## src/pbr_pkg.sv

```systemverilog
package pbr_pkg;
   // ----------------------------------------
   // register offsets (word index, byte = 4x)
   // ----------------------------------------
   localparam int PBR_IDX_CTRL = 'h0;
   localparam int PBR_IDX_ID_HI = 'h2;
   localparam int PBR_IDX_ID_LO = 'h3;
   localparam int PBR_IDX_STS = 'h10;
   localparam int PBR_IDX_CFG = 'h11;
   localparam int PBR_IDX_IRQ_STAT = 'h18;
   localparam int PBR_IDX_IRQ_MASK = 'h19;
   localparam logic [7:0] PBR_ADDR_CTRL = 8'(PBR_IDX_CTRL * 4);
   localparam logic [7:0] PBR_ADDR_ID_HI = 8'(PBR_IDX_ID_HI * 4);
   localparam logic [7:0] PBR_ADDR_ID_LO = 8'(PBR_IDX_ID_LO * 4);
   localparam logic [7:0] PBR_ADDR_STS = 8'(PBR_IDX_STS * 4);
   localparam logic [7:0] PBR_ADDR_CFG = 8'(PBR_IDX_CFG * 4);
   localparam logic [7:0] PBR_ADDR_IRQ_STAT = 8'(PBR_IDX_IRQ_STAT * 4);
   localparam logic [7:0] PBR_ADDR_IRQ_MASK = 8'(PBR_IDX_IRQ_MASK * 4);
   // ----------------------------------------
   // field positions
   // ----------------------------------------
   localparam int PBR_CTRL_SRST = 15;
   localparam int PBR_CTRL_LOOP = 14;
   localparam int PBR_CTRL_PDN = 11;
   localparam int PBR_CTRL_ISO = 10;
   localparam int PBR_STS_IRQSEEN = 7;
   localparam int PBR_STS_LINK = 0;
   localparam int PBR_CFG_DEBUG = 10;
   localparam int PBR_CFG_DEPTH_LO = 5;
   localparam int PBR_CFG_POL = 3;
   localparam int PBR_CFG_FORCE = 2;
   localparam int PBR_CFG_INTEN = 1;
   localparam int PBR_CFG_OE = 0;
   localparam int PBR_EV_LINK = 0;
   localparam int PBR_EV_PIN = 1;
   localparam int PBR_EV_SRST = 2;
   localparam int PBR_NUM_EV = 3;
   // ----------------------------------------
   // reset values and writable masks
   // ----------------------------------------
   localparam logic [15:0] PBR_CTRL_RST = 16'h0000;
   localparam logic [15:0] PBR_CTRL_WMASK = 16'h4c00;
   localparam logic [15:0] PBR_CFG_RST = 16'h002a;
   localparam logic [15:0] PBR_CFG_WMASK = 16'h0c6f;
   localparam logic [2:0] PBR_MASK_RST = 3'h0;
   // ----------------------------------------
   // identity (values arbitrary)
   // ----------------------------------------
   localparam logic [15:0] PBR_ID_HI_DEF = 16'h5a5a;
   localparam logic [5:0] PBR_VID_LO_DEF = 6'h15;
   localparam logic [4:0] PBR_MODEL_DEF = 5'h03;
   localparam logic [4:0] PBR_REV_DEF = 5'h02;
   // ----------------------------------------
   // carriers
   // ----------------------------------------
   typedef struct packed {
      logic loopback;
      logic power_down;
      logic isolate;
      logic core_reset;
      logic debug_mode;
      logic [3:0] tx_depth;
   } pbr_ctl_s;
   typedef struct packed {
      logic irq_o;
      logic irq_oe_n;
   } pbr_pin_s;
endpackage : pbr_pkg

```

## src/pbr_bank.sv

```systemverilog
// Added by the designer: the APB register port.
`timescale 1ns/1ps
module pbr_bank (
   input wire logic ref_clk,
   input wire logic rst,
   input wire logic psel,
   input wire logic penable,
   input wire logic pwrite,
   input wire logic [7:0] paddr,
   input wire logic [31:0] pwdata,
   output logic [31:0] prdata,
   output logic pready,
   output logic pslverr,
   input wire logic link_up,
   input wire logic event_pending,
   input wire logic shared_irq_sleep_pin_i,
   output logic shared_irq_sleep_pin_o,
   output logic shared_irq_sleep_pin_oe_n,
   output pbr_pkg::pbr_ctl_s core_ctl,
   output logic irq
);
   import pbr_pkg::*;

   logic [15:0] ctrl_r;
   logic [15:0] cfg_r;
   logic irq_seen_r;
   logic link_r;
   logic link_d_r;
   logic [PBR_NUM_EV-1:0] ev_stat_r;
   logic [PBR_NUM_EV-1:0] ev_mask_r;
   logic [PBR_NUM_EV-1:0] ev_in;
   logic srst_r;
   logic pin_active;
   logic pin_active_d_r;
   logic irq_drive;
   logic wr_acc;
   logic rd_acc;
   logic hit;
   logic [15:0] rd_mux;
   logic [3:0] depth;
   logic all_rst;
   pbr_pin_s pin_nxt;

   // ----------------------------------------
   // apb decode
   // ----------------------------------------
   // one wait state: setup, access, pready; keeps the read path registered
   assign wr_acc = psel & penable & pwrite & ~pready;
   assign rd_acc = psel & penable & ~pwrite & ~pready;
   always_comb begin
      hit = 1'b1;
      rd_mux = 16'h0000;
      case (paddr)
         PBR_ADDR_CTRL: rd_mux = ctrl_r;
         PBR_ADDR_ID_HI: rd_mux = PBR_ID_HI_DEF;
         PBR_ADDR_ID_LO: rd_mux = {PBR_VID_LO_DEF, PBR_MODEL_DEF,
                                   PBR_REV_DEF};
         PBR_ADDR_STS: begin
            rd_mux[PBR_STS_IRQSEEN] = irq_seen_r;
            rd_mux[PBR_STS_LINK] = link_r;
         end
         PBR_ADDR_CFG: rd_mux = cfg_r;
         PBR_ADDR_IRQ_STAT: rd_mux = {13'h0000, ev_stat_r};
         PBR_ADDR_IRQ_MASK: rd_mux = {13'h0000, ev_mask_r};
         default: hit = 1'b0;
      endcase
   end

   // answer one cycle after the access phase starts
   always_ff @(posedge ref_clk) begin
      if (rst) begin
         pready <= 1'b0;
         pslverr <= 1'b0;
         prdata <= 32'h00000000;
      end else begin
         pready <= psel & penable & ~pready;
         pslverr <= psel & penable & ~pready & ~hit;
         if (rd_acc) begin
            prdata <= {16'h0000, rd_mux};
         end
      end
   end

   // soft reset is held one cycle then drops itself
   assign all_rst = rst | srst_r;
   always_ff @(posedge ref_clk) begin
      if (rst) begin
         srst_r <= 1'b0;
      end else begin
         srst_r <= wr_acc & (paddr == PBR_ADDR_CTRL) &
                   pwdata[PBR_CTRL_SRST];
      end
   end

   // ----------------------------------------
   // control and configuration
   // ----------------------------------------
   // srst bit reads 1 only while the core is held in reset
   always_ff @(posedge ref_clk) begin
      if (all_rst) begin
         ctrl_r <= PBR_CTRL_RST;
      end else if (wr_acc && paddr == PBR_ADDR_CTRL) begin
         ctrl_r <= (pwdata[15:0] & PBR_CTRL_WMASK) |
                   {pwdata[PBR_CTRL_SRST], 15'h0000};
      end else begin
         ctrl_r[PBR_CTRL_SRST] <= 1'b0;
      end
   end

   // config sits above the 0x0-0xf range so soft reset spares it
   always_ff @(posedge ref_clk) begin
      if (rst) begin
         cfg_r <= PBR_CFG_RST;
      end else if (wr_acc && paddr == PBR_ADDR_CFG) begin
         cfg_r <= pwdata[15:0] & PBR_CFG_WMASK;
      end
   end

   always_comb begin
      case (cfg_r[PBR_CFG_DEPTH_LO +: 2])
         2'b00: depth = 4'd4;
         2'b01: depth = 4'd5;
         2'b10: depth = 4'd6;
         default: depth = 4'd8;
      endcase
   end

   // ----------------------------------------
   // interrupt pin
   // ----------------------------------------
   assign irq_drive = cfg_r[PBR_CFG_FORCE] |
                      (cfg_r[PBR_CFG_INTEN] & event_pending);
   assign pin_active = cfg_r[PBR_CFG_OE] & irq_drive;
   always_comb begin
      pin_nxt.irq_o = pin_active ^ cfg_r[PBR_CFG_POL];
      pin_nxt.irq_oe_n = ~cfg_r[PBR_CFG_OE];
   end

   // status, link and sticky flags; set beats clear in the same cycle
   assign ev_in[PBR_EV_LINK] = link_up ^ link_d_r;
   assign ev_in[PBR_EV_PIN] = pin_active & ~pin_active_d_r;
   assign ev_in[PBR_EV_SRST] = srst_r;
   always_ff @(posedge ref_clk) begin
      if (rst) begin
         link_d_r <= 1'b0;
         pin_active_d_r <= 1'b0;
      end else begin
         link_d_r <= link_up;
         pin_active_d_r <= pin_active;
      end
   end

   always_ff @(posedge ref_clk) begin
      if (all_rst) begin
         link_r <= 1'b0;
         irq_seen_r <= 1'b0;
      end else begin
         link_r <= link_up;
         if (pin_active) begin
            irq_seen_r <= 1'b1;
         end else if (wr_acc && paddr == PBR_ADDR_STS &&
                      !pwdata[PBR_STS_IRQSEEN]) begin
            irq_seen_r <= 1'b0;
         end
      end
   end

   // soft reset still records its own event in the same cycle that clears the rest
   generate
      for (genvar i = 0; i < PBR_NUM_EV; i++) begin : g_ev
         always_ff @(posedge ref_clk) begin
            if (rst) begin
               ev_stat_r[i] <= 1'b0;
            end else if (ev_in[i]) begin
               ev_stat_r[i] <= 1'b1;
            end else if (srst_r || (rd_acc &&
                         paddr == PBR_ADDR_IRQ_STAT)) begin
               ev_stat_r[i] <= 1'b0;
            end
         end
      end
   endgenerate

   always_ff @(posedge ref_clk) begin
      if (rst) begin
         ev_mask_r <= PBR_MASK_RST;
      end else if (wr_acc && paddr == PBR_ADDR_IRQ_MASK) begin
         ev_mask_r <= pwdata[PBR_NUM_EV-1:0];
      end
   end

   // ----------------------------------------
   // registered outputs
   // ----------------------------------------
   always_ff @(posedge ref_clk) begin
      if (rst) begin
         irq <= 1'b0;
         shared_irq_sleep_pin_o <= 1'b0;
         shared_irq_sleep_pin_oe_n <= 1'b1;
         core_ctl <= '0;
      end else begin
         irq <= |(ev_stat_r & ev_mask_r);
         shared_irq_sleep_pin_o <= pin_nxt.irq_o;
         shared_irq_sleep_pin_oe_n <= pin_nxt.irq_oe_n;
         core_ctl.loopback <= ctrl_r[PBR_CTRL_LOOP];
         core_ctl.isolate <= ctrl_r[PBR_CTRL_ISO];
         // pin role as input only when not the interrupt output
         core_ctl.power_down <= ctrl_r[PBR_CTRL_PDN] |
            (~cfg_r[PBR_CFG_OE] & shared_irq_sleep_pin_i);
         core_ctl.core_reset <= all_rst;
         core_ctl.debug_mode <= cfg_r[PBR_CFG_DEBUG];
         core_ctl.tx_depth <= depth;
      end
   end
endmodule : pbr_bank

```

## config.mk

```make
export PLATFORM = sky130hd
export DESIGN_NAME = pbr_bank
export DESIGN_NICKNAME = d
export VERILOG_FILES = /design/src/pbr_pkg.sv /design/src/pbr_bank.sv
export SDC_FILE = /design/constraint.sdc
export NUM_CORES = 1
export LEC_CHECK = 0
export BUFFER_PORTS_ARGS = -buffer_cell sky130_fd_sc_hd__clkbuf_2
export CAP_MARGIN = 20
export CORE_MARGIN = 2
export CORE_UTILIZATION = 47
export CTS_CLUSTER_SIZE = 20
export DETAILED_ROUTE_END_ITERATION = 7
export GPL_TIMING_DRIVEN = 0
export MAX_ROUTING_LAYER = met4
export PLACE_DENSITY_LB_ADDON = 0.3
export SYNTH_ARGS = -nofsm -noshare
export SYNTH_HDL_FRONTEND = slang
export SYNTH_SLANG_ARGS = --single-unit
```

## constraint.sdc

```tcl
create_clock -name ref_clk -period 2.3 [get_ports ref_clk]
set_clock_uncertainty 0.15 [all_clocks]
set_input_delay 0.115 -clock ref_clk [delete_from_list [all_inputs] [get_ports ref_clk]]
set_output_delay 0.115 -clock ref_clk [all_outputs]
set_load 0.01 [all_outputs]
```

---- After elaboration in Yosys (flattened, before gate mapping) ----
Cells that the tools add are included.
cells by class
  $add $sub $neg .......................... 0
  multipliers ............................. 0
  div/mod/pow operators ................... 0
  order comparisons ....................... 0
  equal/unequal tests ..................... 8
  shift-type cells ........................ 0
  multiplexer cells ....................... 12
  bitwise logic cells ..................... 26
  reductions and logical operators ........ 17
operators with widths
  cell                                                                   number
  6-bit case mux with 6 select lines                                     1
  8-bit by 7-bit equality test with 1-bit output, second input constant  4
  8-bit case mux with 4 select lines                                     1
  8-bit by 4-bit equality test with 1-bit output, second input constant  2
  15-bit by 16-bit OR with 16-bit output                                 1
  1-bit bitwise AND                                                      13
  4-bit case mux with 3 select lines                                     1
  8-bit zero test                                                        1
  2-bit nonzero test                                                     4
  1-bit two-way mux                                                      7
  7-bit OR reduction                                                     1
  1-bit logical AND                                                      6
  1-bit inverter                                                         6
  1-bit case mux with 5 select lines                                     1
  3-bit bitwise AND                                                      1
  1-bit OR                                                               3
  3-bit OR reduction                                                     1
  2-bit by 1-bit equality test with 1-bit output, second input constant  1
  2-bit equality test, second input constant                             1
  2-bit zero test                                                        1
  1-bit case mux with 2 select lines                                     1
  2-bit OR reduction                                                     1
  1-bit bitwise XOR                                                      2
  1-bit zero test                                                        1
  1-bit logical OR                                                       1
storage, ports and cells
  bits in registers ....................... 65
  latch bits .............................. 0
  memory bits (writable) .................. 0
  ROM bits ................................ 0
  input port bits ......................... 48
  word-level logic and storage cells ...... 87
  memories ................................ 0

---- Depth between registers and ports, before layout ----
Gate-level depths: netlist of the first run.
  word-level depth ........................ 7
  mapped depth ............................ 6
  gate-level depth less buffers ........... 4

---- Least setup slack after synthesis of the first run ----
Ideal clock, no wire load.
  path kind ............................... input -> register
  start ................................... in paddr[7]
  end ..................................... reg cfg_r[1]
  setup time .............................. 0.120 ns
  data arrival time ....................... 1.654 ns
  data required time ...................... 2.030 ns
  setup slack ............................. 0.376 ns
  stages on the path ...................... 5
  path buffers ............................ 2
  path through ............................ or4_4 -> buf_6 -> or4_4 -> buf_6 -> a211o_1
between the ends
  longest elaborated chain between the ends .. 2
RTL lines
  item                                            line             RTL
  start, declared                                 pbr_bank.sv:9    input wire logic [7:0] paddr,
  8-bit by 7-bit equality test with 1-bit output  pbr_bank.sv:114  end else if (wr_acc && paddr == PBR_ADDR_CFG) begin
  1-bit logical AND                               pbr_bank.sv:114
  end signal, assigned                            pbr_bank.sv:115  cfg_r <= pwdata[15:0] & PBR_CFG_WMASK;
  end, declared                                   pbr_bank.sv:25   logic [15:0] cfg_r;
Every way passes these cells.
A chain may end at the register's enable or synchronous reset.

---- Worst setup path in the final report of the first run ----
  start ................................... in penable
  end ..................................... reg prdata[15]
between the ends
  longest elaborated chain between the ends .. 3
RTL lines
  item                             line            RTL
  start, declared                  pbr_bank.sv:7   input wire logic penable,
  1-bit bitwise AND (3 in series)  pbr_bank.sv:49  assign rd_acc = psel & penable & ~pwrite & ~pready;
  end signal, assigned             pbr_bank.sv:79  prdata <= {16'h0000, rd_mux};
  end, declared                    pbr_bank.sv:11  output logic [31:0] prdata,
Every way passes these cells.

==> run metrics, run 1 <==
GRT Overall Usage=0.211; count of pins over their slew limit=0; Port Buf Inserts=53; final number of setup-violating endpoints=0; Sequential Power Share=0.559; Top FF cell, synth=dfxtp_1; Pwr per Cell Area=568 nW/um2; Crit-path slowest cell=dlygate4sd3_1; FMAX=505 MHz; share of the synthesized area in the top cell type=0.469; routed len/inst=13.1 um; Post-synth EDFFs=0; CTS sink cnt=50; Post-Syn Instances=235; antenna cells=0; layout cells sized above 1=0.274; Clock Latency Late Sink=320 ps; Slew headroom=0.292; row cnt=24; top post-synthesis cells by count=dfxtp_1 (50), nor2_1 (30), a21oi_1 (20); RSZ-0062 raised after global routing=false; total number of vias=1,911; cell-internal power=1.18 mW; Seq/Total Area, Yosys=0.469; Max-Cap Viols=0; Num CTS Buffers=5; largest net degree at the start of global routing=17; synth warn=0; CP max stage delay=530 ps; Reg clk slew, reported paths=80 ps; Netlist Area Pre-Place=2130 um2; Area Overhead vs Synth=30.5%; status=complete, no violations; fill count=383; min Tclk post-route=1980 ps; first-pass GRT wire length=8160 um; Yosys cell types=44; count leader, synth=dfxtp_1; Worst setup SP type=input pin; Core Region=4350 um2; CP required=2390 ps; RePlAce Congestion=0.802; First-pass DRT Iterations=4; Clk network pwr share=0.327; Root Buffer=clkbuf_8; synthesized flop and latch total=50; maximum vdd drop=0.382 mV; switching power=0.402 mW; H-Tree Depth=2; Worst Tran Pin Value=1050 ps; worst-path fanout max=10; critical path class=in -> reg; antenna violations before repair=0; leakage=1.24 nW; Longest Clk Path Bufs=2; DIE HEIGHT=71.4 um; final wirelength=4980 um; drt initial violations=160; worst hold margin=11.3 ps; count of final hold-check violations=0; Final ANT Viol Nets=0; Synth area leader=dfxtp_1; dpl hpwl=3640 um; vias per cell=5.02; Syn Area/Cell=9.08 um2; top cells by area, synth=dfxtp_1 (47%), buf_4 (6.7%), nor2_1 (5.3%); Remaining Overflow, GRT=0; CP cell instances=dlygate4sd3_1, clkbuf_2, nor4bb_2, clkbuf_1, nand3_1, a21oi_1; CTS tree=built; part of the power in combinational logic=0.114; # nets final=376; die area=5090 um2; vias in the first global route=1,777; Net Sw Frac=0.254; Initial Utilization=0.490; Crit path arrival time=2070 ps; FFs w/ async S/R, synth=0; endpoint class of the critical path=flip-flop; setup TNS=0 ps; Post-route DRC=0; Final Cycle Share=0.860; worst hold path type=in -> reg; Top-Level Pins=94; die width=71.4 um
## flip-flops by register name (all words and copies together) (netlist names), 3 cells and up
name       cells
prdata        13
ctrl_r         4
cfg_r          8
core_ctl       9
ev_stat_r      3
ev_mask_r      3
## per-layer routing
metal,vias up,GRT usage,routed length (um)
li1,968,-,-
met5,-,-,0
met4,0,0.0860,91
met1,868,0.260,2180
met3,8,0.0380,292
met2,67,0.342,2420
## area by class of cell
cell class / instances / area (um2) / share of cell area
Buffer: 32 / 206 / 0.0742
Clock buffer: 5 / 68.8 / 0.0247
Clock inverter: 3 / 21.3 / 0.00764
Inverter: 3 / 11.3 / 0.00404
Multi-Input combinational cell: 167 / 985 / 0.354
Sequential cell: 50 / 1000 / 0.360
Tap cell: 52 / 65.1 / 0.0234
Timing Repair Buffer: 69 / 425 / 0.153
## logic make-up after synthesis
group                     after synthesis  share of synthesized area
and+or+nand+nor                        99                      0.253
DFF                                    50                      0.469
AOI/OAI and AO/OA                      37                      0.108
muxes                                  11                     0.0575
xor gates and xnor gates                2                    0.00821
buffers and inverters                  35                      0.102
other                                   1                    0.00176
## cell usage in the layout (no fill, tap or decap), drive strengths merged, types with 2 or more instances in the layout
cell / instances
a211o: 2
clkbuf: 69
and3: 5
dfxtp: 50
nand3b: 4
nand4: 3
dlygate4sd3: 16
nand2: 15
nor2b: 5
inv: 3
xnor2: 2
nor3b: 3
a21oi: 20
nor3: 6
conb: 18
and2: 2
clkinv: 2
or4: 2
nor4: 2
o21ai: 3
nand3: 9
mux2i: 10
buf: 21
nor2: 30
nand2b: 5
a211oi: 3
o31ai: 2
## worst max-delay path: cells and delay by family
| family | cells | cell delay [ps] |
|---|---|---|
| compound gates | 1 | 160 |
| buf+inv | 3 | 1090 |
| simple gates | 2 | 700 |
## path summary, 6_finish.rpt
check | startpoint | end | slack, ps | depth (start not counted)
worst min-delay path | rst | pready$_SDFF_PP0_ | 10 | 2
worst max-delay path | penable | prdata[15]$_SDFFE_PP0N_ | 320 | 6
worst min register to register | pin_active_d_r$_SDFF_PP0_ | ev_stat_r[1]$_SDFFE_PP0P_ | 280 | 1
worst max register to register | pready$_SDFF_PP0_ | cfg_r[1]$_SDFFE_PP1P_ | 410 | 4
## power by group through the flow
stage / logic (mW) / registers [mW] / clock network (mW)
after floorplan: 0.0953 / 0.908 / 0
after global placement: 0.156 / 0.904 / 0
after detailed placement: 0.156 / 0.905 / 0
after CTS: 0.178 / 0.885 / 0.522
after global routing: 0.199 / 0.886 / 0.555
final: 0.180 / 0.885 / 0.517
## metrics by stage
| stage | setup slack [ps] | power (mW) | utilization | instances | instance area, um2 |
|---|---|---|---|---|---|
| 2_1_floorplan | 376 | 1.00 | - | 252 | 2200 |
| 3_3_place_gp | 59.5 | 1.06 | 0.580 | 357 | 2530 |
| 3_5_place_dp | 66.9 | 1.06 | 0.580 | 357 | 2530 |
| 4_1_cts | 163 | 1.58 | 0.638 | 381 | 2780 |
| 5_1_grt | 199 | 1.64 | 0.639 | 381 | 2780 |
| 6_report | 322 | 1.58 | 0.639 | 381 | 2780 |
## timing repair
item,CTS,global route
hold buffers,16,0
setup endpoints to repair,0,1
setup buffers,0,0
hold endpoints to repair,23,0
gates resized for setup,0,1
Power figures use the tool's default switching activity.
==> inputs of run 2 (changes only) <==
CORE_UTILIZATION = 49   (was 47)
CTS_BUF_LIST = sky130_fd_sc_hd__clkbuf_2 sky130_fd_sc_hd__clkbuf_4 sky130_fd_sc_hd__clkbuf_8   (was default)
==> run 2 against run 1 <==
  * Global-route usage up 1.0 points
  * Clock-buffer cell count is 1 higher
  * Total power is 1.2% lower
  * Register-to-register slack got worse by 80 ps
  * Hold slack better by 46 ps
  * First-iteration DRC count shrank 1.3%
==> run metrics, run 2 (synthesis results as in run 1) <==
status=complete, no violations; min Tclk post-route=2110 ps; antenna violations before repair=0; Core Region=4090 um2; GRT Overall Usage=0.221; maximum vdd drop=0.395 mV; Root Buffer=clkbuf_8; Num CTS Buffers=5; Pwr per Cell Area=563 nW/um2; RePlAce Congestion=0.831; CTS sink cnt=50; setup ws final=192 ps; Clock Latency Late Sink=300 ps; Area Overhead vs Synth=30.1%; part of the power in combinational logic=0.116; RSZ-0062 raised after global routing=false; Post-route DRC=0; count of final hold-check violations=0; DIE HEIGHT=70.0 um; vias per cell=5.09; worst hold margin=57.0 ps; metal3 WL=335 um; first-pass GRT wire length=8420 um; vias in the first global route=1,837; critical path class=in -> reg; # nets final=376; register area=1000 um2; switching power=0.377 mW; worst hold path type=in -> reg; met2 WL=2370 um; final core utilization=0.679; top sig layer=met4; Remaining Overflow, GRT=0; most flop-heavy register=prdata; final wirelength=5070 um; endpoint class of the critical path=flip-flop; worst-path fanout max=10; M1 wire length=2320 um; CTS tree=built; Reg clk slew, reported paths=80 ps; Net Sw Frac=0.241; Final Cycle Share=0.916; Top-Level Pins=94; count of pins over their slew limit=0; final number of setup-violating endpoints=0; total number of vias=1,923; setup TNS=0 ps; fill count=336; leakage=1.24 nW; Initial Utilization=0.522; dpl hpwl=3700 um; Power, Total=1.56 mW; layout cells sized above 1=0.271; antenna cells=0; DP Worst Slack=110 ps; Max-Cap Viols=0; Slew headroom=0.331; Largest regs=prdata x13, core_ctl x9, cfg_r x8; drt initial violations=158; Crit path arrival time=2190 ps; routed len/inst=13.4 um; Sequential Power Share=0.566; Worst Reg-to-Reg Cells=4; die area=4900 um2; Clk network pwr share=0.318; die width=70.0 um; cell-internal power=1.19 mW; row cnt=23; commonest cells after routing, fill and taps aside=clkbuf_2 (53), dfxtp_1 (50), nor2_1 (30), a21oi_1 (20), buf_4 (19); max reg flops=13; Port Buf Inserts=53; Worst setup SP type=input pin; buffer count from post-CTS setup fixing=0; CP required=2380 ps; Longest Clk Path Bufs=2; Worst Tran Pin Value=994 ps; Final ANT Viol Nets=0; commonest non-fill, non-tap cell in the layout=clkbuf_2; H-Tree Depth=2; FMAX=474 MHz; area occupied by multi-input gates=985 um2; Hold Path Depth=2; largest net degree at the start of global routing=15; First-pass DRT Iterations=4
-- run 2: changes by cell type in the layout (fill, tap and decap cells not counted) --
cell	change
clkinv_2	-1
clkbuf_4	+1
clkinv_4	-1
-- run 2: area by class of cell --
| cell class | instances | share of cell area |
|---|---|---|
| clock inverter | 1 | 0.00271 |
| timing repair buffer | 69 | 0.153 |
| tap | 50 | 0.0225 |
| sequential | 50 | 0.361 |
| clock buffer | 6 | 0.0275 |
| multi-input combinational | 167 | 0.355 |
| inverter | 3 | 0.00406 |
| buffer | 32 | 0.0744 |
-- run 2: final timing paths --
path,startpoint,to,slack [ps]
max,penable,prdata[7]$_SDFFE_PP0N_,190
min,rst,pready$_SDFF_PP0_,60
max reg2reg,pready$_SDFF_PP0_,prdata[7]$_SDFFE_PP0N_,330
min reg2reg,pin_active_d_r$_SDFF_PP0_,ev_stat_r[1]$_SDFFE_PP0P_,270
-- run 2: power by group through the flow --
stage	registers [mW]	clock network (mW)	logic, mW
floorplan	0.908	0	0.0953
global placement	0.904	0	0.156
detailed placement	0.904	0	0.157
CTS	0.884	0.510	0.178
global route	0.886	0.542	0.200
finish	0.884	0.497	0.182
-- run 2: worst max-delay path, stage by stage --
cell	delay (ps)
dlygate4sd3_1	520
clkbuf_2	150
nor4bb_2	600
clkbuf_1	430
nand4_1	200
a21oi_1	170
-- run 2: routing by layer --
layer  up-vias  global-route usage
met3         5              0.0462
met5         -                   -
met2        84               0.359
met1       868               0.275
met4         0              0.0748
li1        966                   -
-- run 2: per-stage QoR --
stage / instances / cell area, um2
2_1_floorplan: 252 / 2200
3_3_place_gp: 355 / 2520
3_5_place_dp: 355 / 2520
4_1_cts: 378 / 2770
5_1_grt: 378 / 2780
6_report: 378 / 2780
-- run 2: repair_timing --
action                                 in CTS  in global routing
gates resized for setup                     0                  1
hold buffers                               16                  0
setup endpoints to repair                   0                  5
endpoints found under the hold margin      22                  0
